### src/sdac_map.vh
// register offsets, field positions and reset values of the audio config block
`ifndef SDAC_MAP_VH
`define SDAC_MAP_VH

`define SDAC_ADDR_W 8
`define SDAC_OFF_ENABLE 8'h00
`define SDAC_OFF_SOFT_RESET 8'h04
`define SDAC_OFF_IRQ_ENABLE 8'h0C
`define SDAC_OFF_IRQ_STATUS 8'h10
`define SDAC_OFF_AUDIO_CTRL 8'h18
`define SDAC_OFF_CHAN_LIMIT 8'h1C
`define SDAC_OFF_GROUP_SEL1 8'h20
`define SDAC_OFF_GROUP_SEL2 8'h24
`define SDAC_OFF_GROUP_SEL3 8'h28
`define SDAC_OFF_GROUP_SEL4 8'h2C
`define SDAC_OFF_GROUP_PRESENT 8'h40
`define SDAC_OFF_CTRL_PKT 8'h44
`define SDAC_OFF_CS_FIRST 8'h48
`define SDAC_OFF_CS_LAST 8'h5C
`define SDAC_OFF_OPTIONS 8'hFC

`define SDAC_SOFT_CFG_BIT 0
`define SDAC_SOFT_CORE_BIT 1
`define SDAC_OPT_CS_BIT 8
`define SDAC_OPT_LITE_BIT 7
`define SDAC_OPT_FUNC_BIT 6
`define SDAC_OPT_STD_MSB 5
`define SDAC_OPT_STD_LSB 4
`define SDAC_OPT_MAXCH_MSB 3
`define SDAC_OPT_MAXCH_LSB 0

`define SDAC_NUM_EVENTS 6
`define SDAC_NUM_CS_WORDS 6
`define SDAC_CLK_PHASE_RESET 1'h1
`define SDAC_LIMIT_GROUP1 5'h04
`define SDAC_LIMIT_GROUP2 5'h08
`define SDAC_LIMIT_GROUP3 5'h0C

`define SDAC_RESP_OKAY 2'h0
`define SDAC_RESP_SLVERR 2'h2

`endif

### src/sdac_sync2.v
// two-flop level synchroniser for pins arriving from other clock domains
`timescale 1ns/10ps
module sdac_sync2 #(
    parameter WIDTH = 1,
    parameter [WIDTH-1:0] RESET_VALUE = {WIDTH{1'b0}}
) (
    input wire clock,
    input wire rst_n,
    input wire [WIDTH-1:0] asyncIn,
    output reg [WIDTH-1:0] syncOut
);
    reg [WIDTH-1:0] stage1;

    always @(posedge clock) begin
        if (!rst_n) begin
            stage1 <= RESET_VALUE;
            syncOut <= RESET_VALUE;
        end else begin
            stage1 <= asyncIn;
            syncOut <= stage1;
        end
    end
endmodule

### src/sdac_status_mem.v
// channel status word store, cleared on reset, registered read port
`timescale 1ns/10ps
module sdac_status_mem #(
    parameter WORDS = 6,
    parameter IDX_W = 3
) (
    input wire clock,
    input wire clear,
    input wire writeEn,
    input wire [IDX_W-1:0] writeIndex,
    input wire [31:0] writeData,
    input wire [IDX_W-1:0] readIndex,
    output reg [31:0] readData
);
    wire [32*WORDS-1:0] flat;

    genvar g;
    generate
        for (g = 0; g < WORDS; g = g + 1) begin : gWord
            reg [31:0] word;
            always @(posedge clock) begin
                if (clear) begin
                    word <= 32'h0000_0000;
                end else if (writeEn && writeIndex == g) begin
                    word <= writeData;
                end
            end
            assign flat[32*g +: 32] = word;
        end
    endgenerate

    always @(posedge clock) begin
        if (clear) begin
            readData <= 32'h0000_0000;
        end else if (readIndex < WORDS) begin
            readData <= flat[32*readIndex +: 32];
        end else begin
            readData <= 32'h0000_0000;
        end
    end
endmodule

### src/sdac_config_reset_ctrl.v
// register set, option readback and reset scopes of the sdi audio core
// Summary of operation
// - status bits 0 to 191 readable, reset zero
// - option bit 8: channel status capture built
// - option bit 7: register bus interface built
// - option bit 6: embed zero, extract one
// - option bits 5:4: link standard code
// - option bits 3:0: channel limit code
// - channel limit selects active group registers
// - channel limit written as plain count
// - group select value n means group n+1
// - registers live in host clock domain
// - bus reset restores registers and flags
// - stream reset clears stream clock logic
// - video reset spares registers and flags
// - config soft reset restores registers, flags
// - embedder core reset flushes fifo, stream
// - extractor core reset flushes fifo, stream, video
// - detection flags set by hardware, write-one-clear
`timescale 1ns/10ps
`include "sdac_map.vh"
module sdac_config_reset_ctrl #(
    parameter CHAN_STATUS_EXTRACT = 1,
    parameter INCLUDE_LITE = 1,
    parameter AUDIO_FUNCTION = 1,
    parameter [1:0] SDI_STANDARD = 2'h3,
    parameter [3:0] MAX_CHANNELS_CODE = 4'h7
) (
    input wire clock,
    input wire rst_n,
    input wire [`SDAC_ADDR_W-1:0] s_axi_awaddr,
    input wire s_axi_awvalid,
    output reg s_axi_awready,
    input wire [31:0] s_axi_wdata,
    input wire [3:0] s_axi_wstrb,
    input wire s_axi_wvalid,
    output reg s_axi_wready,
    output reg [1:0] s_axi_bresp,
    output reg s_axi_bvalid,
    input wire s_axi_bready,
    input wire [`SDAC_ADDR_W-1:0] s_axi_araddr,
    input wire s_axi_arvalid,
    output reg s_axi_arready,
    output reg [31:0] s_axi_rdata,
    output reg [1:0] s_axi_rresp,
    output reg s_axi_rvalid,
    input wire s_axi_rready,
    input wire streamResetInN,
    input wire videoResetIn,
    input wire [`SDAC_NUM_EVENTS-1:0] detectEvent,
    input wire [3:0] groupPresent,
    input wire [27:0] ctrlPacketStatus,
    input wire csWrite,
    input wire [2:0] csIndex,
    input wire [31:0] csData,
    output reg coreEnable,
    output reg clkPhase,
    output reg [4:0] channelLimit,
    output reg [7:0] groupSelect,
    output reg [15:0] muteChannels,
    output reg [3:0] activeGroups,
    output reg [`SDAC_NUM_EVENTS-1:0] detectEnable,
    output reg videoLogicReset,
    output reg streamLogicReset,
    output reg fifoFlush
);
    localparam IS_EXTRACT = (AUDIO_FUNCTION != 0);

    reg softCfgPulse;
    reg softCore;
    reg [`SDAC_NUM_EVENTS-1:0] irqStatus;
    reg [5:0] demuxCtrl1;
    reg [5:0] demuxCtrl2;
    reg [5:0] demuxCtrl3;
    reg [5:0] demuxCtrl4;
    reg [3:0] groupPresentQ;
    reg [27:0] ctrlPacketQ;
    reg [`SDAC_ADDR_W-1:0] rdAddr;
    reg rdPending;
    reg [31:0] next_rdata;
    reg next_rdErr;

    wire cfgReset;
    wire writeTake;
    wire writeLow;
    wire readTake;
    wire [1:0] pinSync;
    wire [31:0] csWord;
    wire [31:0] optionWord;
    wire [2:0] csReadIndex;
    wire [`SDAC_ADDR_W-1:0] csOffset;
    wire writeMapped;

    // the soft config pulse lands on the register set one cycle after the write
    assign cfgReset = !rst_n || softCfgPulse;
    assign writeTake = s_axi_awvalid && s_axi_wvalid && !s_axi_bvalid && !s_axi_awready;
    assign writeLow = writeTake && s_axi_wstrb[0];
    assign readTake = s_axi_arvalid && !s_axi_arready && !rdPending && !s_axi_rvalid;
    assign csOffset = s_axi_araddr - `SDAC_OFF_CS_FIRST;
    assign csReadIndex = csOffset[4:2];

    assign optionWord = {
        23'h00_0000,
        (CHAN_STATUS_EXTRACT != 0) ? 1'b1 : 1'b0,
        (INCLUDE_LITE != 0) ? 1'b1 : 1'b0,
        IS_EXTRACT ? 1'b1 : 1'b0,
        SDI_STANDARD,
        MAX_CHANNELS_CODE
    };

    assign writeMapped = (s_axi_awaddr == `SDAC_OFF_ENABLE)
        || (s_axi_awaddr == `SDAC_OFF_SOFT_RESET)
        || (s_axi_awaddr == `SDAC_OFF_IRQ_ENABLE)
        || (s_axi_awaddr == `SDAC_OFF_IRQ_STATUS)
        || (s_axi_awaddr == `SDAC_OFF_AUDIO_CTRL)
        || (s_axi_awaddr == `SDAC_OFF_CHAN_LIMIT)
        || (s_axi_awaddr == `SDAC_OFF_GROUP_SEL1)
        || (s_axi_awaddr == `SDAC_OFF_GROUP_SEL2)
        || (s_axi_awaddr == `SDAC_OFF_GROUP_SEL3)
        || (s_axi_awaddr == `SDAC_OFF_GROUP_SEL4);

    // reset pins come from the stream and video domains
    sdac_sync2 #(
        .WIDTH(2),
        .RESET_VALUE(2'h1)
    ) uResetSync (
        .clock(clock),
        .rst_n(rst_n),
        .asyncIn({videoResetIn, streamResetInN}),
        .syncOut(pinSync)
    );

    // status words are cleared only by the register-side resets
    sdac_status_mem #(
        .WORDS(`SDAC_NUM_CS_WORDS),
        .IDX_W(3)
    ) uStatusMem (
        .clock(clock),
        .clear(cfgReset),
        .writeEn(csWrite && (CHAN_STATUS_EXTRACT != 0)),
        .writeIndex(csIndex),
        .writeData(csData),
        .readIndex(csReadIndex),
        .readData(csWord)
    );

    // self-clearing config soft reset; only the bus reset clears it
    always @(posedge clock) begin
        if (!rst_n) begin
            softCfgPulse <= 1'b0;
        end else begin
            softCfgPulse <= writeLow && (s_axi_awaddr == `SDAC_OFF_SOFT_RESET)
                && s_axi_wdata[`SDAC_SOFT_CFG_BIT];
        end
    end

    // register set
    always @(posedge clock) begin
        if (cfgReset) begin
            coreEnable <= 1'b0;
            softCore <= 1'b0;
            detectEnable <= {`SDAC_NUM_EVENTS{1'b0}};
            clkPhase <= `SDAC_CLK_PHASE_RESET;
            channelLimit <= 5'h00;
            demuxCtrl1 <= 6'h00;
            demuxCtrl2 <= 6'h00;
            demuxCtrl3 <= 6'h00;
            demuxCtrl4 <= 6'h00;
        end else if (writeLow) begin
            case (s_axi_awaddr)
                `SDAC_OFF_ENABLE: begin
                    coreEnable <= s_axi_wdata[0];
                end
                `SDAC_OFF_SOFT_RESET: begin
                    softCore <= s_axi_wdata[`SDAC_SOFT_CORE_BIT];
                end
                `SDAC_OFF_IRQ_ENABLE: begin
                    detectEnable <= s_axi_wdata[`SDAC_NUM_EVENTS-1:0];
                end
                `SDAC_OFF_AUDIO_CTRL: begin
                    clkPhase <= s_axi_wdata[0];
                end
                `SDAC_OFF_CHAN_LIMIT: begin
                    channelLimit <= s_axi_wdata[4:0];
                end
                `SDAC_OFF_GROUP_SEL1: begin
                    demuxCtrl1 <= s_axi_wdata[5:0];
                end
                `SDAC_OFF_GROUP_SEL2: begin
                    demuxCtrl2 <= s_axi_wdata[5:0];
                end
                `SDAC_OFF_GROUP_SEL3: begin
                    demuxCtrl3 <= s_axi_wdata[5:0];
                end
                `SDAC_OFF_GROUP_SEL4: begin
                    demuxCtrl4 <= s_axi_wdata[5:0];
                end
                default: begin
                    coreEnable <= coreEnable;
                end
            endcase
        end
    end

    // flags: a detection in the clearing cycle survives the clear
    always @(posedge clock) begin
        if (cfgReset) begin
            irqStatus <= {`SDAC_NUM_EVENTS{1'b0}};
        end else if (writeLow && s_axi_awaddr == `SDAC_OFF_IRQ_STATUS) begin
            irqStatus <= (irqStatus & ~s_axi_wdata[`SDAC_NUM_EVENTS-1:0])
                | (detectEvent & detectEnable);
        end else begin
            irqStatus <= irqStatus | (detectEvent & detectEnable);
        end
    end

    // datapath status snapshots and registered control outputs
    always @(posedge clock) begin
        if (!rst_n) begin
            groupPresentQ <= 4'h0;
            ctrlPacketQ <= 28'h000_0000;
            groupSelect <= 8'h00;
            muteChannels <= 16'h0000;
            activeGroups <= 4'h0;
        end else begin
            groupPresentQ <= groupPresent;
            ctrlPacketQ <= ctrlPacketStatus;
            groupSelect <= {demuxCtrl4[1:0], demuxCtrl3[1:0],
                demuxCtrl2[1:0], demuxCtrl1[1:0]};
            muteChannels <= {demuxCtrl4[5:2], demuxCtrl3[5:2],
                demuxCtrl2[5:2], demuxCtrl1[5:2]};
            if (channelLimit <= `SDAC_LIMIT_GROUP1) begin
                activeGroups <= 4'h1;
            end else if (channelLimit <= `SDAC_LIMIT_GROUP2) begin
                activeGroups <= 4'h3;
            end else if (channelLimit <= `SDAC_LIMIT_GROUP3) begin
                activeGroups <= 4'h7;
            end else begin
                activeGroups <= 4'hF;
            end
        end
    end

    // reset scopes; held active during bus reset so the datapath starts clean
    always @(posedge clock) begin
        if (!rst_n) begin
            videoLogicReset <= 1'b1;
            streamLogicReset <= 1'b1;
            fifoFlush <= 1'b1;
        end else begin
            videoLogicReset <= pinSync[1] || (IS_EXTRACT && softCore);
            streamLogicReset <= !pinSync[0] || softCore;
            fifoFlush <= softCore;
        end
    end

    // read mux, used in the cycle after the address is taken
    always @* begin
        next_rdata = 32'h0000_0000;
        next_rdErr = 1'b0;
        case (rdAddr)
            `SDAC_OFF_ENABLE: next_rdata = {31'h0000_0000, coreEnable};
            `SDAC_OFF_SOFT_RESET: next_rdata = {30'h0000_0000, softCore, 1'b0};
            `SDAC_OFF_IRQ_ENABLE: next_rdata = {26'h000_0000, detectEnable};
            `SDAC_OFF_IRQ_STATUS: next_rdata = {26'h000_0000, irqStatus};
            `SDAC_OFF_AUDIO_CTRL: next_rdata = {31'h0000_0000, clkPhase};
            `SDAC_OFF_CHAN_LIMIT: next_rdata = {27'h000_0000, channelLimit};
            `SDAC_OFF_GROUP_SEL1: next_rdata = {26'h000_0000, demuxCtrl1};
            `SDAC_OFF_GROUP_SEL2: next_rdata = {26'h000_0000, demuxCtrl2};
            `SDAC_OFF_GROUP_SEL3: next_rdata = {26'h000_0000, demuxCtrl3};
            `SDAC_OFF_GROUP_SEL4: next_rdata = {26'h000_0000, demuxCtrl4};
            `SDAC_OFF_GROUP_PRESENT: next_rdata = {28'h000_0000, groupPresentQ};
            `SDAC_OFF_CTRL_PKT: next_rdata = {4'h0, ctrlPacketQ};
            `SDAC_OFF_OPTIONS: next_rdata = optionWord;
            default: begin
                if (rdAddr >= `SDAC_OFF_CS_FIRST && rdAddr <= `SDAC_OFF_CS_LAST
                        && rdAddr[1:0] == 2'h0) begin
                    next_rdata = csWord;
                end else begin
                    next_rdErr = 1'b1;
                end
            end
        endcase
    end

    // write channel: address and data taken together, one response each
    always @(posedge clock) begin
        if (!rst_n) begin
            s_axi_awready <= 1'b0;
            s_axi_wready <= 1'b0;
            s_axi_bvalid <= 1'b0;
            s_axi_bresp <= `SDAC_RESP_OKAY;
        end else begin
            s_axi_awready <= writeTake;
            s_axi_wready <= writeTake;
            if (writeTake) begin
                s_axi_bvalid <= 1'b1;
                s_axi_bresp <= writeMapped ? `SDAC_RESP_OKAY : `SDAC_RESP_SLVERR;
            end else if (s_axi_bready) begin
                s_axi_bvalid <= 1'b0;
            end
        end
    end

    // read channel: one wait cycle lets the status store produce its word
    always @(posedge clock) begin
        if (!rst_n) begin
            s_axi_arready <= 1'b0;
            rdPending <= 1'b0;
            rdAddr <= 8'h00;
            s_axi_rvalid <= 1'b0;
            s_axi_rdata <= 32'h0000_0000;
            s_axi_rresp <= `SDAC_RESP_OKAY;
        end else begin
            s_axi_arready <= readTake;
            if (readTake) begin
                rdAddr <= s_axi_araddr;
            end
            rdPending <= readTake;
            if (rdPending) begin
                s_axi_rvalid <= 1'b1;
                s_axi_rdata <= next_rdata;
                s_axi_rresp <= next_rdErr ? `SDAC_RESP_SLVERR : `SDAC_RESP_OKAY;
            end else if (s_axi_rready) begin
                s_axi_rvalid <= 1'b0;
            end
        end
    end
endmodule

### config.mk
export PLATFORM = sky130hd
export DESIGN_NAME = sdac_config_reset_ctrl
export DESIGN_NICKNAME = d
export VERILOG_FILES = /design/src/sdac_sync2.v /design/src/sdac_status_mem.v /design/src/sdac_config_reset_ctrl.v
export VERILOG_INCLUDE_DIRS = /design/src
export SDC_FILE = /design/constraint.sdc
export NUM_CORES = 1
export LEC_CHECK = 0
export BUFFER_PORTS_ARGS = -buffer_cell sky130_fd_sc_hd__buf_2
export CORE_UTILIZATION = 57
export DETAILED_ROUTE_END_ITERATION = 12
export PLACE_DENSITY = 0.88
export SLEW_MARGIN = 5
export SYNTH_ARGS = -nofsm -noshare
export SYNTH_HDL_FRONTEND = slang
export SYNTH_SLANG_ARGS = --single-unit
### constraint.sdc
create_clock -name clock -period 2.8 [get_ports clock]
set_input_delay 0.84 -clock clock [delete_from_list [all_inputs] [get_ports clock]]
set_output_delay 0.84 -clock clock [all_outputs]
set_load 0.01 [all_outputs]
==> impl_metrics.yaml <==
sta:
  slew_headroom_pct: 44.67
  fin_crit_ps: 2297
  fmax_mhz: 435.3
  setup_viol: 0
  post-route-period-util_pct: 82.05
  rsz0062_at_grt: "false"
  tns_ps: 0
  worst_slack_ps: 502.6
  holdWs_ps: 384.5
  finClkSkew_ps: 23.71
  hold_viol_final: 0
  tightest_slew_ps: 809.1
  slew_violations: 0
clocking:
  clkTransAtPathRegs_ps: 60
  clock_latency_ps: 540
  ctsResizeCount: 0
  clockRootBuffer: "clkbuf_16"
  cts_buffers: 39
  htree_levels: 2
  clock_sinks: 382
  cts_setup_buffers: 0
  cts_tree: "done"
  ctsHoldBuffers: 0
  clockBufferDepth: 3
worst_hold_path:
  min_path_type: "reg2reg"
  min_path_cells: 1
  min_to: "streamLogicReset$_SDFF_PN1_"
  hold_start: "uResetSync.syncOut[0]$_SDFF_PN1_"
placed_design:
  pre_cts_ws_ps: 283.9
  io_buffers: 188
  dp_hpwl_um: 26400
  dpl_cell_area_um2: 16190
  dp_cells: 2125
  gp_congestion: 0.9668
setup_path:
  critPathKind: "reg2reg"
  rrSetupSlack_ps: 500
  r2r-end: "s_axi_rdata[4]$_SDFFE_PN0P_"
  reg2reg_from: "rdAddr[4]$_SDFFE_PN0P_"
  setup.worst_path.end_class: "register"
  startpoint_type: "register"
  crit_required_ps: 3180
  cp_max_fo: 20
  r2r.worst_path.cells: 5
  arrival_ps: 2680
grt:
  track_usage_pct: 31.60
  grt_pass1_wl_um: 66390
  grt_pass1_vias: 12909
  grt_max_degree: 105
  antenna_found_initial: 6
  grt_overflow: 0
floorplanning:
  start_util_pct: 58.64
  core_area_um2: 25470
  num_rows: 58
  die_width_um: 163.9
  die_h_um: 163.9
  die-area_um2: 26860
  ios: 220
synthesis:
  yosys_most_used_dff: "dfxtp_1"
  ys_ff_latch: 382
  synth_area_per_cell_um2: 8.807
  netlist_area_um2: 14940
  ys_types: 65
  synthArstFlopShare_pct: 0
  yosysWarningCount: 0
  synth_edf_count: 0
  seq_area_frac_synth_pct: 51.20
  synthCells: 1696
cells_and_area:
  final_cell_mix: "nand2_1, dfxtp_1, a21oi_1"
  postLayoutCoreUtil_pct: 68.57
  drive_above_1_share_pct: 20.25
  area_delta_synth_final_pct: 16.93
  layout_commonest_cell: "nand2_1"
  stdcell_area_um2: 17470
  nets: 1972
  fin_cells: 2199
pwr:
  power_density_nw_per_um2: 657.4
  total_power_mw: 11.48
  ir_worst_vdd_mv: 0.5990
  p_leak_nw: 6.677
route:
  drc: 0
  dr_wl_met2_um: 20670
  vias_per_cell: 6.006
  drt-initial-drc-count: 1701
  drt-met1-wl_um: 16300
  routed.top_layer: "met4"
  route.met3.wl_um: 4224
  via_count: 13207
  routed_wl_um: 42920
  first_pass_iters: 8
  antenna_left: 0
  wl_per_cell_um: 19.52
status:
  status: "completed"
run:
  timing.max_cap.violations: 0
==> area by class of cell <==
type / instances / area [um^2]
Antenna cell: 7 / 17.52
Clock inverter: 8 / 86.33
Clock buffer: 59 / 1172
Multi-Input combinational cell: 1154 / 6678
Inverter: 30 / 112.6
Tap cell: 330 / 412.9
Timing Repair Buffer: 229 / 1339
Sequential cell: 382 / 7647
Fill cell: 1830 / 8006
==> Yosys cell counts (4+ instances only) <==
cell	instances	share of area [%]
a211oi_1	4	0.20
a21boi_0	4	0.20
a21oi_1	238	8.0
a222oi_1	19	1.3
a22oi_1	33	1.7
a311oi_1	7	0.41
a31oi_1	5	0.21
and2_1	63	2.6
and3_1	7	0.29
buf_1	7	0.18
buf_2	17	0.57
buf_4	4	0.20
clkbuf_1	103	2.6
dfxtp_1	382	51
inv_1	30	0.75
mux2_2	35	2.6
mux2i_1	20	1.3
mux4_2	32	4.8
nand2_1	442	11
nand2b_1	12	0.50
nand3_1	21	0.70
nand3b_1	6	0.30
nand4_1	4	0.17
nor2_1	62	1.6
nor2b_1	19	0.80
nor3_1	9	0.30
nor4_1	4	0.17
o21a_1	6	0.30
o21ai_0	40	1.3
or2_2	6	0.25
==> metal layers <==
layer / up-vias / global-route usage (%)
li1: 6060 / -
met1: 6240 / 38.96
met2: 768 / 53.08
met3: 139 / 5.253
met4: 0 / 16.50
met5: - / 0
==> power breakdown <==
group	leakage, nW	internal [mW]	total, mW	switching, mW
clock	0.617	2.98	5.09	2.10
combinational	2.96	0.285	0.776	0.491
sequential	3.10	5.54	5.62	0.0746
==> critical path, stage by stage (launching register included) <==
cell       delay (ps)
dfxtp_1           760
or4b_1            280
nor3_1             90
and3_1            190
a2111oi_0         730
o31ai_1           110
==> worst max-delay path by stage <==
stage | from | endpoint | slack [ps] | cells past startpoint
2_1_floorplan | s_axi_araddr[2] | uStatusMem.readData[22]$_SDFF_PP0_ | 500 | 5
3_3_place_gp | s_axi_awaddr[1] | demuxCtrl3[2]$_SDFFE_PP0P_ | 350 | 7
3_5_place_dp | s_axi_awaddr[1] | demuxCtrl2[0]$_SDFFE_PP0P_ | 280 | 7
4_1_cts | rdAddr[4]$_SDFFE_PN0P_ | s_axi_rdata[4]$_SDFFE_PN0P_ | 540 | 5
5_1_grt | rdAddr[4]$_SDFFE_PN0P_ | s_axi_rdata[4]$_SDFFE_PN0P_ | 420 | 5
6_report | rdAddr[4]$_SDFFE_PN0P_ | s_axi_rdata[4]$_SDFFE_PN0P_ | 500 | 5
==> sequential cells by signal (all words and copies together), names as in the netlist, 4 cells and up <==
register	flops
demuxCtrl1	6
rdAddr	8
demuxCtrl3	6
demuxCtrl4	6
detectEnable	6
muteChannels	16
ctrlPacketQ	28
uStatusMem.gWord.word	192
groupPresentQ	4
irqStatus	6
groupSelect	8
channelLimit	5
s_axi_rdata	32
uStatusMem.readData	32
demuxCtrl2	6
activeGroups	4
==> cell families after synthesis <==
| family | after synthesis | synth area share [%] |
|---|---|---|
| AOI/OAI and AO/OA | 382 | 15.09 |
| DFF | 382 | 51.20 |
| adders and majority gates | 1 | 0.08375 |
| buffers and inverters | 161 | 4.289 |
| and+or+nand+nor | 682 | 20.51 |
| muxes | 87 | 8.804 |
| other | 1 | 0.02511 |
No activity file was read; power rests on OpenSTA's default activity.
